`config.mk`:
```
export PLATFORM = sky130hd
export DESIGN_NAME = regbank
export DESIGN_NICKNAME = d
export VERILOG_FILES = /design/src/regbank_pkg.sv /design/src/sync_tracker.sv /design/src/regbank.sv
export SDC_FILE = /design/constraint.sdc
export NUM_CORES = 1
export LEC_CHECK = 0
export BUFFER_PORTS_ARGS = -buffer_cell sky130_fd_sc_hd__buf_2
export CORE_UTILIZATION = 50
export CTS_BUF_LIST = sky130_fd_sc_hd__clkbuf_8
export DETAILED_ROUTE_END_ITERATION = 10
export PLACE_DENSITY = 0.83
export REMOVE_ABC_BUFFERS = 1
export SYNTH_ARGS = -nofsm -noshare
export SYNTH_HDL_FRONTEND = slang
export SYNTH_HIERARCHICAL = 1
export SYNTH_SLANG_ARGS = --single-unit
```
`constraint.sdc`:
```
create_clock -name CLOCK -period 2.9 [get_ports CLOCK]
set_input_delay 0.29 -clock CLOCK [delete_from_list [all_inputs] [get_ports CLOCK]]
set_output_delay 0.29 -clock CLOCK [all_outputs]
set_load 0.01 [all_outputs]
```
`src/regbank_pkg.sv`:
```
package regbank_pkg;

    ////////////////////////////////////////////////////////////////////////
    // Printed register offsets
    localparam logic [5:0] OFS_CTRL_PRI = 6'h00;
    localparam logic [5:0] OFS_CTRL_SEC = 6'h04;
    localparam logic [5:0] OFS_BIT_RATE = 6'h0C;
    localparam logic [5:0] OFS_MASK_CLR = 6'h14;
    localparam logic [5:0] OFS_MASK_SET = 6'h16;
    localparam logic [5:0] OFS_PENDING = 6'h18;
    localparam logic [5:0] OFS_BUS_STATUS = 6'h1A;
    localparam logic [5:0] OFS_XDOM_PEND = 6'h1C;
    localparam logic [5:0] OFS_TGT_ADDR = 6'h24;
    localparam logic [5:0] OFS_XFER_DATA = 6'h28;
    localparam logic [5:0] OFS_HALT = 6'h30;

    ////////////////////////////////////////////////////////////////////////
    // Field positions of the primary control register
    localparam int SOFT_RESET_POS = 0;
    localparam int ENABLE_POS = 1;
    localparam int MODE_LSB = 2;
    localparam int MODE_W = 3;
    localparam logic [2:0] MODE_SLAVE = 3'h4;
    localparam logic [2:0] MODE_MASTER = 3'h5;
    localparam int RSV_TOP_POS = 31;

    // Bits of the cross-domain pending register
    localparam int PEND_SOFT_RESET = 0;
    localparam int PEND_ENABLE = 1;
    localparam int PEND_SYSOP = 2;

    // Bus state field inside the 16-bit status register
    localparam int BUS_STATE_LSB = 4;

    ////////////////////////////////////////////////////////////////////////
    // Writable bit masks, per operating mode where the two modes differ
    localparam logic [31:0] CTRL_PRI_SLAVE_MASK = 32'h4BB1_009F;
    localparam logic [31:0] CTRL_PRI_MASTER_MASK = 32'h7BF1_009F;
    localparam logic [31:0] CTRL_SEC_SLAVE_MASK = 32'h0004_C700;
    localparam logic [31:0] CTRL_SEC_MASTER_MASK = 32'h0004_0300;
    localparam logic [31:0] CTRL_SEC_FREE_MASK = 32'h0007_0000;
    localparam logic [31:0] CTRL_SEC_CMD_MASK = 32'h0003_0000;
    localparam logic [31:0] TGT_ADDR_SLAVE_MASK = 32'h07FE_87FF;
    localparam logic [31:0] TGT_ADDR_MASTER_MASK = 32'h00FF_E7FF;
    localparam logic [15:0] XFER_DATA_MASK = 16'h00FF;
    localparam logic [7:0] HALT_MASK = 8'h01;
    localparam logic [7:0] IRQ_SLAVE_MASK = 8'h87;
    localparam logic [7:0] IRQ_MASTER_MASK = 8'h83;

    ////////////////////////////////////////////////////////////////////////
    // Reset values
    localparam logic [31:0] CTRL_PRI_RESET = 32'h0000_0000;
    localparam logic [31:0] CTRL_SEC_RESET = 32'h0000_0000;
    localparam logic [31:0] BIT_RATE_RESET = 32'h0000_0000;
    localparam logic [31:0] TGT_ADDR_RESET = 32'h0000_0000;
    localparam logic [15:0] XFER_DATA_RESET = 16'h0000;
    localparam logic [7:0] IRQ_MASK_RESET = 8'h00;
    localparam logic [7:0] PENDING_RESET = 8'h00;
    localparam logic [1:0] BUS_STATE_RESET = 2'h0;
    localparam logic [7:0] HALT_RESET = 8'h00;

    // Core-side latency of a synchronised operation, in CLOCK cycles
    localparam int SYNC_CYCLES = 3;

endpackage

```
`src/sync_tracker.sv`:
```
`timescale 1ns/1ns
module sync_tracker
    import regbank_pkg::*;
#(
    parameter int STAGES = SYNC_CYCLES
)
(
    input wire logic clk,
    input wire logic rst,
    input wire logic ce,
    input wire logic start,
    output logic busy,
    output logic done
);

    typedef struct packed {
        logic busy;
        logic [7:0] cnt;
    } track_s;

    track_s s_r;
    track_s s_nxt;

    ////////////////////////////////////////////////////////////////////////
    // Busy from the start until the core side has taken the operation
    always_comb
    begin
        s_nxt = s_r;
        if (start)
        begin
            s_nxt.busy = 1'b1;
            s_nxt.cnt = 8'(STAGES - 1);
        end
        else if (s_r.busy)
        begin
            if (s_r.cnt == 8'h00)
                s_nxt.busy = 1'b0;
            else
                s_nxt.cnt = s_r.cnt - 8'h01;
        end
    end

    // Register stage, frozen while the clock enable is low
    always_ff @(posedge clk)
    begin
        if (rst)
            s_r <= '0;
        else if (ce)
            s_r <= s_nxt;
    end

    assign busy = s_r.busy;
    // Completion pulse in the last busy cycle
    assign done = s_r.busy && (s_r.cnt == 8'h00) && ce;

endmodule

```
`src/regbank.sv`:
```
`timescale 1ns/1ns
module regbank
    import regbank_pkg::*;
(
    input wire logic CLOCK,
    input wire logic SYS_RST,
    input wire logic CLK_EN,
    input wire logic PSEL,
    input wire logic PENABLE,
    input wire logic PWRITE,
    input wire logic [5:0] PADDR,
    input wire logic [31:0] PWDATA,
    input wire logic [3:0] PSTRB,
    input wire logic GUARD_PROTECT,
    input wire logic [7:0] FLAG_EVENTS,
    input wire logic [15:0] STATUS_IN,
    output logic [31:0] PRDATA,
    output logic PREADY,
    output logic PSLVERR,
    output logic CORE_ENABLE,
    output logic [31:0] CONTROL_PRIMARY,
    output logic [31:0] CONTROL_SECONDARY,
    output logic [31:0] BIT_RATE,
    output logic [31:0] TARGET_ADDR,
    output logic [15:0] TX_DATA,
    output logic [7:0] IRQ_MASK,
    output logic [7:0] IRQ_PENDING,
    output logic HALT_STOP
);

    typedef struct packed {
        logic [31:0] ctrl_pri;
        logic [31:0] ctrl_sec;
        logic [31:0] bit_rate;
        logic [31:0] tgt_addr;
        logic [15:0] xfer_data;
        logic [7:0] irq_mask;
        logic [7:0] pending;
        logic [1:0] bus_state;
        logic [7:0] halt;
        logic core_en;
        logic [31:0] rdata;
        logic ready;
        logic slverr;
    } bank_s;

    bank_s s_r;
    bank_s s_nxt;

    logic start_soft_reset_bit;
    logic start_en;
    logic start_sysop;
    logic soft_reset_bit_busy;
    logic en_busy;
    logic sysop_busy;
    logic soft_reset_bit_done;
    logic en_done;
    logic sysop_done;

    ////////////////////////////////////////////////////////////////////////
    // Helper functions

    // Merge the strobed byte lanes of a write into the old value
    function automatic logic [31:0] merge_lanes(
        input logic [31:0] old_v,
        input logic [31:0] new_v,
        input logic [3:0] strb
    );
        logic [31:0] res;
        res = old_v;
        for (int i = 0; i < 4; i++)
        begin
            if (strb[i])
                res[8*i +: 8] = new_v[8*i +: 8];
        end
        return res;
    endfunction

    // Word address of a printed offset
    function automatic logic [5:0] word_of(input logic [5:0] ofs);
        return {ofs[5:2], 2'b00};
    endfunction

    // Registers under the peripheral guard
    function automatic logic guarded(input logic [5:0] wa);
        return (wa == word_of(OFS_CTRL_PRI)) ||
               (wa == word_of(OFS_CTRL_SEC)) ||
               (wa == word_of(OFS_BIT_RATE)) ||
               (wa == word_of(OFS_HALT));
    endfunction

    ////////////////////////////////////////////////////////////////////////
    // Core-side delay trackers, one per synchronised operation

    sync_tracker #(.STAGES(SYNC_CYCLES)) u_soft_reset_bit (
        .clk(CLOCK),
        .rst(SYS_RST),
        .ce(CLK_EN),
        .start(start_soft_reset_bit),
        .busy(soft_reset_bit_busy),
        .done(soft_reset_bit_done)
    );

    sync_tracker #(.STAGES(SYNC_CYCLES)) u_enable (
        .clk(CLOCK),
        .rst(SYS_RST),
        .ce(CLK_EN),
        .start(start_en),
        .busy(en_busy),
        .done(en_done)
    );

    sync_tracker #(.STAGES(SYNC_CYCLES)) u_sysop (
        .clk(CLOCK),
        .rst(SYS_RST),
        .ce(CLK_EN),
        .start(start_sysop),
        .busy(sysop_busy),
        .done(sysop_done)
    );

    ////////////////////////////////////////////////////////////////////////
    // Next-state logic for the whole bank
    always_comb
    begin
        logic setup;
        logic hit;
        logic err;
        logic master;
        logic enabled;
        logic [5:0] wa;
        logic [31:0] rd;
        logic [31:0] v;
        logic [7:0] irq_ok;
        logic [15:0] status;

        s_nxt = s_r;
        start_soft_reset_bit = 1'b0;
        start_en = 1'b0;
        start_sysop = 1'b0;
        setup = PSEL && !PENABLE;
        hit = 1'b1;
        err = 1'b0;
        v = '0;
        rd = '0;
        wa = word_of(PADDR);
        master = s_r.ctrl_pri[MODE_LSB +: MODE_W] == MODE_MASTER;
        // Either the written bit or the core state counts as enabled
        enabled = s_r.ctrl_pri[ENABLE_POS] || s_r.core_en;
        irq_ok = master ? IRQ_MASTER_MASK : IRQ_SLAVE_MASK;
        status = STATUS_IN;
        if (master)
            status[BUS_STATE_LSB +: 2] = s_r.bus_state;
        s_nxt.ready = 1'b0;
        s_nxt.slverr = 1'b0;

        // Core side follows the enable bit once the crossing ends; a soft reset clears it at once
        if (en_done)
            s_nxt.core_en = s_r.ctrl_pri[ENABLE_POS];

        // Hardware events set flags; a set in a clearing cycle survives
        s_nxt.pending = s_r.pending | (FLAG_EVENTS & irq_ok);

        // Read mux, the soft reset bit reads back as busy during a soft reset
        unique case (wa)
            word_of(OFS_CTRL_PRI):
            begin
                rd = s_r.ctrl_pri;
                rd[SOFT_RESET_POS] = soft_reset_bit_busy;
                rd[RSV_TOP_POS] = 1'b0;
            end
            word_of(OFS_CTRL_SEC): rd = s_r.ctrl_sec;
            word_of(OFS_BIT_RATE): rd = s_r.bit_rate;
            word_of(OFS_MASK_CLR): rd = {8'h00, s_r.irq_mask, 8'h00,
                                         s_r.irq_mask};
            word_of(OFS_PENDING): rd = {status, 8'h00, s_r.pending};
            word_of(OFS_XDOM_PEND): rd = {29'h0, sysop_busy, en_busy,
                                          soft_reset_bit_busy};
            word_of(OFS_TGT_ADDR): rd = s_r.tgt_addr;
            word_of(OFS_XFER_DATA): rd = {16'h0000, s_r.xfer_data};
            word_of(OFS_HALT): rd = {24'h00_0000, s_r.halt};
            default:
            begin
                rd = '0;
                hit = 1'b0;
            end
        endcase

        // Write path; byte strobes pick the lanes taken
        if (setup && PWRITE && hit)
        begin
            if (soft_reset_bit_busy)
                err = 1'b1; // Any write during a soft reset errors
            else if (GUARD_PROTECT && guarded(wa))
                err = 1'b1;
            else
            begin
                unique case (wa)
                    word_of(OFS_CTRL_PRI):
                    begin
                        if (PSTRB[0] && PWDATA[SOFT_RESET_POS])
                        begin
                            // Soft reset discards the rest of the write
                            start_soft_reset_bit = 1'b1;
                            s_nxt.ctrl_pri = CTRL_PRI_RESET;
                            s_nxt.ctrl_sec = CTRL_SEC_RESET;
                            s_nxt.bit_rate = BIT_RATE_RESET;
                            s_nxt.tgt_addr = TGT_ADDR_RESET;
                            s_nxt.xfer_data = XFER_DATA_RESET;
                            s_nxt.irq_mask = IRQ_MASK_RESET;
                            s_nxt.pending = PENDING_RESET;
                            s_nxt.bus_state = BUS_STATE_RESET;
                            s_nxt.core_en = 1'b0;
                        end
                        else
                        begin
                            v = merge_lanes(s_r.ctrl_pri, PWDATA,
                                            PSTRB);
                            // Mode written now decides the writable set
                            if (v[MODE_LSB +: MODE_W] == MODE_MASTER)
                                v = v & CTRL_PRI_MASTER_MASK;
                            else
                                v = v & CTRL_PRI_SLAVE_MASK;
                            v[SOFT_RESET_POS] = 1'b0;
                            // Only the enable bit passes while enabled
                            if (enabled)
                            begin
                                v = s_r.ctrl_pri;
                                // An unstrobed lane leaves enable alone
                                if (PSTRB[0])
                                    v[ENABLE_POS] = PWDATA[ENABLE_POS];
                            end
                            if (PSTRB[0])
                            begin
                                if (en_busy)
                                    err = 1'b1;
                                else
                                begin
                                    // Read back at once, core follows
                                    s_nxt.ctrl_pri = v;
                                    start_en = 1'b1;
                                end
                            end
                            else
                                s_nxt.ctrl_pri = v;
                        end
                    end
                    word_of(OFS_CTRL_SEC):
                    begin
                        v = merge_lanes(s_r.ctrl_sec, PWDATA, PSTRB);
                        // Acknowledge action and command stay writable
                        if (enabled)
                            v = (s_r.ctrl_sec & ~CTRL_SEC_FREE_MASK) |
                                (v & CTRL_SEC_FREE_MASK);
                        v = v & (master ? CTRL_SEC_MASTER_MASK :
                                 CTRL_SEC_SLAVE_MASK);
                        // Command bits are strobes and never stored
                        s_nxt.ctrl_sec = v & ~CTRL_SEC_CMD_MASK;
                    end
                    word_of(OFS_BIT_RATE):
                    begin
                        if (!enabled)
                            s_nxt.bit_rate = merge_lanes(s_r.bit_rate,
                                                         PWDATA,
                                                         PSTRB);
                    end
                    word_of(OFS_MASK_CLR):
                    begin
                        // Lane 0 clears mask bits, lane 2 sets them
                        v[7:0] = s_r.irq_mask;
                        if (PSTRB[0])
                            v[7:0] = v[7:0] & ~PWDATA[7:0];
                        if (PSTRB[2])
                            v[7:0] = v[7:0] | PWDATA[23:16];
                        s_nxt.irq_mask = v[7:0] & irq_ok;
                    end
                    word_of(OFS_PENDING):
                    begin
                        // Clear by writing one; a new event still wins
                        if (PSTRB[0])
                            s_nxt.pending = (s_r.pending & ~PWDATA[7:0]) |
                                            (FLAG_EVENTS & irq_ok);
                        if (PSTRB[2] && master)
                        begin
                            if (sysop_busy)
                                err = 1'b1;
                            else
                            begin
                                s_nxt.bus_state =
                                    PWDATA[16 + BUS_STATE_LSB +: 2];
                                start_sysop = 1'b1;
                            end
                        end
                    end
                    word_of(OFS_TGT_ADDR):
                    begin
                        if (master && sysop_busy)
                            err = 1'b1;
                        else
                        begin
                            v = merge_lanes(s_r.tgt_addr, PWDATA, PSTRB);
                            s_nxt.tgt_addr = v & (master ?
                                TGT_ADDR_MASTER_MASK : TGT_ADDR_SLAVE_MASK);
                            start_sysop = master;
                        end
                    end
                    word_of(OFS_XFER_DATA):
                    begin
                        if (master && sysop_busy)
                            err = 1'b1;
                        else
                        begin
                            v = merge_lanes({16'h0000, s_r.xfer_data},
                                            PWDATA, PSTRB);
                            s_nxt.xfer_data = v[15:0] & XFER_DATA_MASK;
                            start_sysop = master && (PSTRB[1:0] != 2'b00);
                        end
                    end
                    word_of(OFS_HALT):
                    begin
                        if (PSTRB[0])
                            s_nxt.halt = PWDATA[7:0] & HALT_MASK;
                    end
                    default:
                    begin
                        // Cross-domain pending is read only
                        v = '0;
                    end
                endcase
            end
        end

        // Answer in the access phase, one cycle after setup
        if (setup)
        begin
            s_nxt.ready = 1'b1;
            s_nxt.rdata = PWRITE ? 32'h0000_0000 : rd;
            s_nxt.slverr = err || !hit;
        end
    end

    ////////////////////////////////////////////////////////////////////////
    // State register; a low clock enable freezes the whole bank
    always_ff @(posedge CLOCK)
    begin
        if (SYS_RST)
        begin
            s_r.ctrl_pri <= CTRL_PRI_RESET;
            s_r.ctrl_sec <= CTRL_SEC_RESET;
            s_r.bit_rate <= BIT_RATE_RESET;
            s_r.tgt_addr <= TGT_ADDR_RESET;
            s_r.xfer_data <= XFER_DATA_RESET;
            s_r.irq_mask <= IRQ_MASK_RESET;
            s_r.pending <= PENDING_RESET;
            s_r.bus_state <= BUS_STATE_RESET;
            s_r.halt <= HALT_RESET;
            s_r.core_en <= 1'b0;
            s_r.rdata <= 32'h0000_0000;
            s_r.ready <= 1'b0;
            s_r.slverr <= 1'b0;
        end
        else if (CLK_EN)
            s_r <= s_nxt;
    end

    ////////////////////////////////////////////////////////////////////////
    // Outputs straight from the state register
    assign PRDATA = s_r.rdata;
    assign PREADY = s_r.ready;
    assign PSLVERR = s_r.slverr;
    assign CORE_ENABLE = s_r.core_en;
    assign CONTROL_PRIMARY = s_r.ctrl_pri;
    assign CONTROL_SECONDARY = s_r.ctrl_sec;
    assign BIT_RATE = s_r.bit_rate;
    assign TARGET_ADDR = s_r.tgt_addr;
    assign TX_DATA = s_r.xfer_data;
    assign IRQ_MASK = s_r.irq_mask;
    assign IRQ_PENDING = s_r.pending;
    assign HALT_STOP = s_r.halt[0];

endmodule

```
==> results.md <==
- Status: complete, no violations
- Worst R2R Start: CONTROL_PRIMARY[1]
- Fmax: ~410 MHz
- Setup repair after global routing missed its margin: false
- Initial DRC count: 1374
- Worst relative slew slack: 33.8%
- Class of the worst hold path: input port to register
- Minimum setup slack after placement: 0.0521 ns
- Area Growth Syn to Fin: 6.98%
- Max-cap violations: 0
- Mapped Area: just under 0.01 mm2
- Clock tree from TritonCTS: yes
- Mean instance size in the synthesized netlist: 8.28 um2
- Worst Path Buf+Inv: 1
- Count of synthesis-stage warnings from yosys: 6
- Die Width: 143 um
- Slowest cell on the critical path: sky130_fd_sc_hd__or4_1
- Final core occ: 54.5%
- Core area: 0.0194 mm2
- DRT Pass-1 Iters: 6
- Clock latency on the worst-skew pair: 0.48 ns
- PwrDens: just over 400 mW/mm2
- Drt total wl: 30900 um
- Clock net sink count: 164
- Final clock period utilization by the worst path: 83.6%
- Critical path peak fanout: 12
- Final Hold Violating Endpoints: 0
- Top delay family on crit path: simple AND/OR/NAND/NOR gates
- Worst Hold Slack: 0.0450 ns
- Clk buf depth: 2
- RePlAce Congestion: roughly 1
- Worst hold path depth: 2
- Terminus of the critical flop-to-flop path: BIT_RATE[12]
- Worst-case clock skew: 0.0116 ns
- Post-route setup slack: 0.474 ns
- Startpoint class of the critical path: input port
- Fin. max-slew vios: 0
- Count of nets left with antenna violations after detail routing: 0
- Largest stage delay on the critical path: 0.50 ns
- Vias post-DR: 9487
- Grt total ovfl: 0
- Global-route wire length before repair: 46900 um
- Actual slew at the worst max-slew pin: 0.985 ns
- Post-detailed-placement half-perimeter wirelength: 22200 um
- Critical-path cell list: buf_2, nor4b_1, o21a_2, or3_4, o21ai_2, nor4_1, or4_1, o221ai_4, o21ai_0, a21oi_1
- Filler Cells Inserted: 1794
- Starting Density: 51.0%
- Launch point of the critical path: PADDR[3]
- Clock H-tree levels: 4
- End of the critical path: u_sysop/s_r[2]
- Count of input and output buffers: ~200
- Final setup violation count: 0
- Pin count of the biggest net entering global routing: 56
- Initial antenna violation count: 1
- Clock Pin Slew Worst Setup and Hold Paths: about 0.090 ns
- Crit Path Category: input port to register
- Cells on worst reg2reg path: 4
- Routed len/inst: 19.8 um
- Largest voltage drop on the vdd net: around 0.28 mV
- Levels on crit path: 10
- Die area: 0.0203 mm2
- Critical Path Sink Type: register
- Total DRC errors in the routed layout: 0
- Arr. time, crit path: 2.83 ns
- Total Routing Usage GR: 30.1%
- Vias in the first global route: 8606
- Data required time of the critical path: 3.30 ns
- Leakage power summed over all cells: roughly 0.0044 uW
- Post-route setup TNS: 0 ns
- Final critical-path required period: between 2 and 2.5 ns
- Ratio of cells with drive above 1 in the final layout: 25.5%
- Number of rows created at floorplan: 51
- TritonCTS buffer count: 17
- Buffer cell driving the clock tree root: sky130_fd_sc_hd__clkbuf_8
- Total cell area at the placement stage: 0.0102 mm2
- Reg-to-reg slack, setup: 0.52 ns
- DIE HEIGHT: 143 um
- Final net count: about 1.4k
- Number of placed I/O pins: 269
- Area of all placed cells without fillers: 0.0106 mm2
- Detail-routed via count per cell: 6.09
- Number of cells upsized or downsized after cts: 0
- Gate Count Post-Synth: 1194
==> final cells by class <==
type	count	area [um2]	area share [%]
Clock inverter	15	133	1.25
Antenna cell	1	2.50	0.0237
Tap cell	265	332	3.13
Inverter	25	93.8	0.887
Sequential cell	164	3280	31.0
Clock buffer	17	234	2.21
Multi-Input combinational cell	810	5020	47.5
Timing Repair Buffer	260	1480	14.0
==> worst reg2reg max path, delay by kind of cell, from the launching register on <==
kind | cells | cell delay (ns)
simple gates | 3 | 1.75
flops | 1 | 0.34
compound gates | 1 | 0.23
==> where the power goes <==
part           internal, uW  total, uW  switching, uW
logic                   132        461            328
registers              2260       2260           5.35
clock network           682       1600            913
==> what timing repair did <==
| item | CTS | global route |
|---|---|---|
| hold endpoints to repair | 2 | 0 |
| setup buffers | 0 | 0 |
| hold buffers | 2 | 0 |
==> flip-flops by register name, indices dropped and copies added, names as in the netlist, 6 cells and up <==
| register | cells |
|---|---|
| IRQ_PENDING | 8 |
| PRDATA | 32 |
| BIT_RATE | 32 |
| TARGET_ADDR | 25 |
| CONTROL_SECONDARY | 6 |
| u_sysop/s_r | 8 |
| u_enable/s_r | 8 |
| CONTROL_PRIMARY | 16 |
| u_soft_reset_bit/s_r | 8 |
| TX_DATA | 8 |
==> metrics by stage <==
step / cells / total power, uW
2_1_floorplan: 999 / 2500
3_3_place_gp: 1522 / 2750
3_5_place_dp: 1522 / 2750
4_1_cts: 1556 / 4320
5_1_grt: 1556 / 4450
6_report: 1557 / 4320
==> worst min-delay path by stage <==
stage	start	to
after floorplan	SYS_RST	u_enable/s_r[1]
after global placement	PRDATA[18]	PRDATA[18]
after detailed placement	PRDATA[18]	PRDATA[18]
after CTS	PWDATA[26]	TARGET_ADDR[26]
after global routing	PWDATA[26]	TARGET_ADDR[26]
final	PWDATA[26]	TARGET_ADDR[26]
==> per-layer routing <==
metal,share of wire (%),wire length (um),vias to the layer above,global-route usage (%)
met3,9.9,3040,147,7.34
li1,-,-,4270,-
met2,45,13900,626,45.9
met5,0.032,10,-,0
met1,40,12300,4442,38.0
met4,5.4,1670,2,19.0
==> placed cells by master, fill, tap and decap left out, drive strengths merged, types with 7 or more instances in the layout <==
cell type / count
clkinv: 7
clkbuf: 17
conb: 61
a211oi: 9
a21oi: 79
o22ai: 7
nor4: 18
nor2: 74
buf: 258
nand3b: 15
o32ai: 11
nand4: 11
nand3: 53
a22oi: 62
and3: 7
nand2: 103
nor3: 27
dfxtp: 164
a22o: 33
a31oi: 11
nor2b: 22
mux2i: 7
nand2b: 30
nor3b: 13
a32o: 8
inv: 28
o21ai: 53
or4: 11
a41o: 7
No activity file was read; power rests on OpenSTA's default activity.
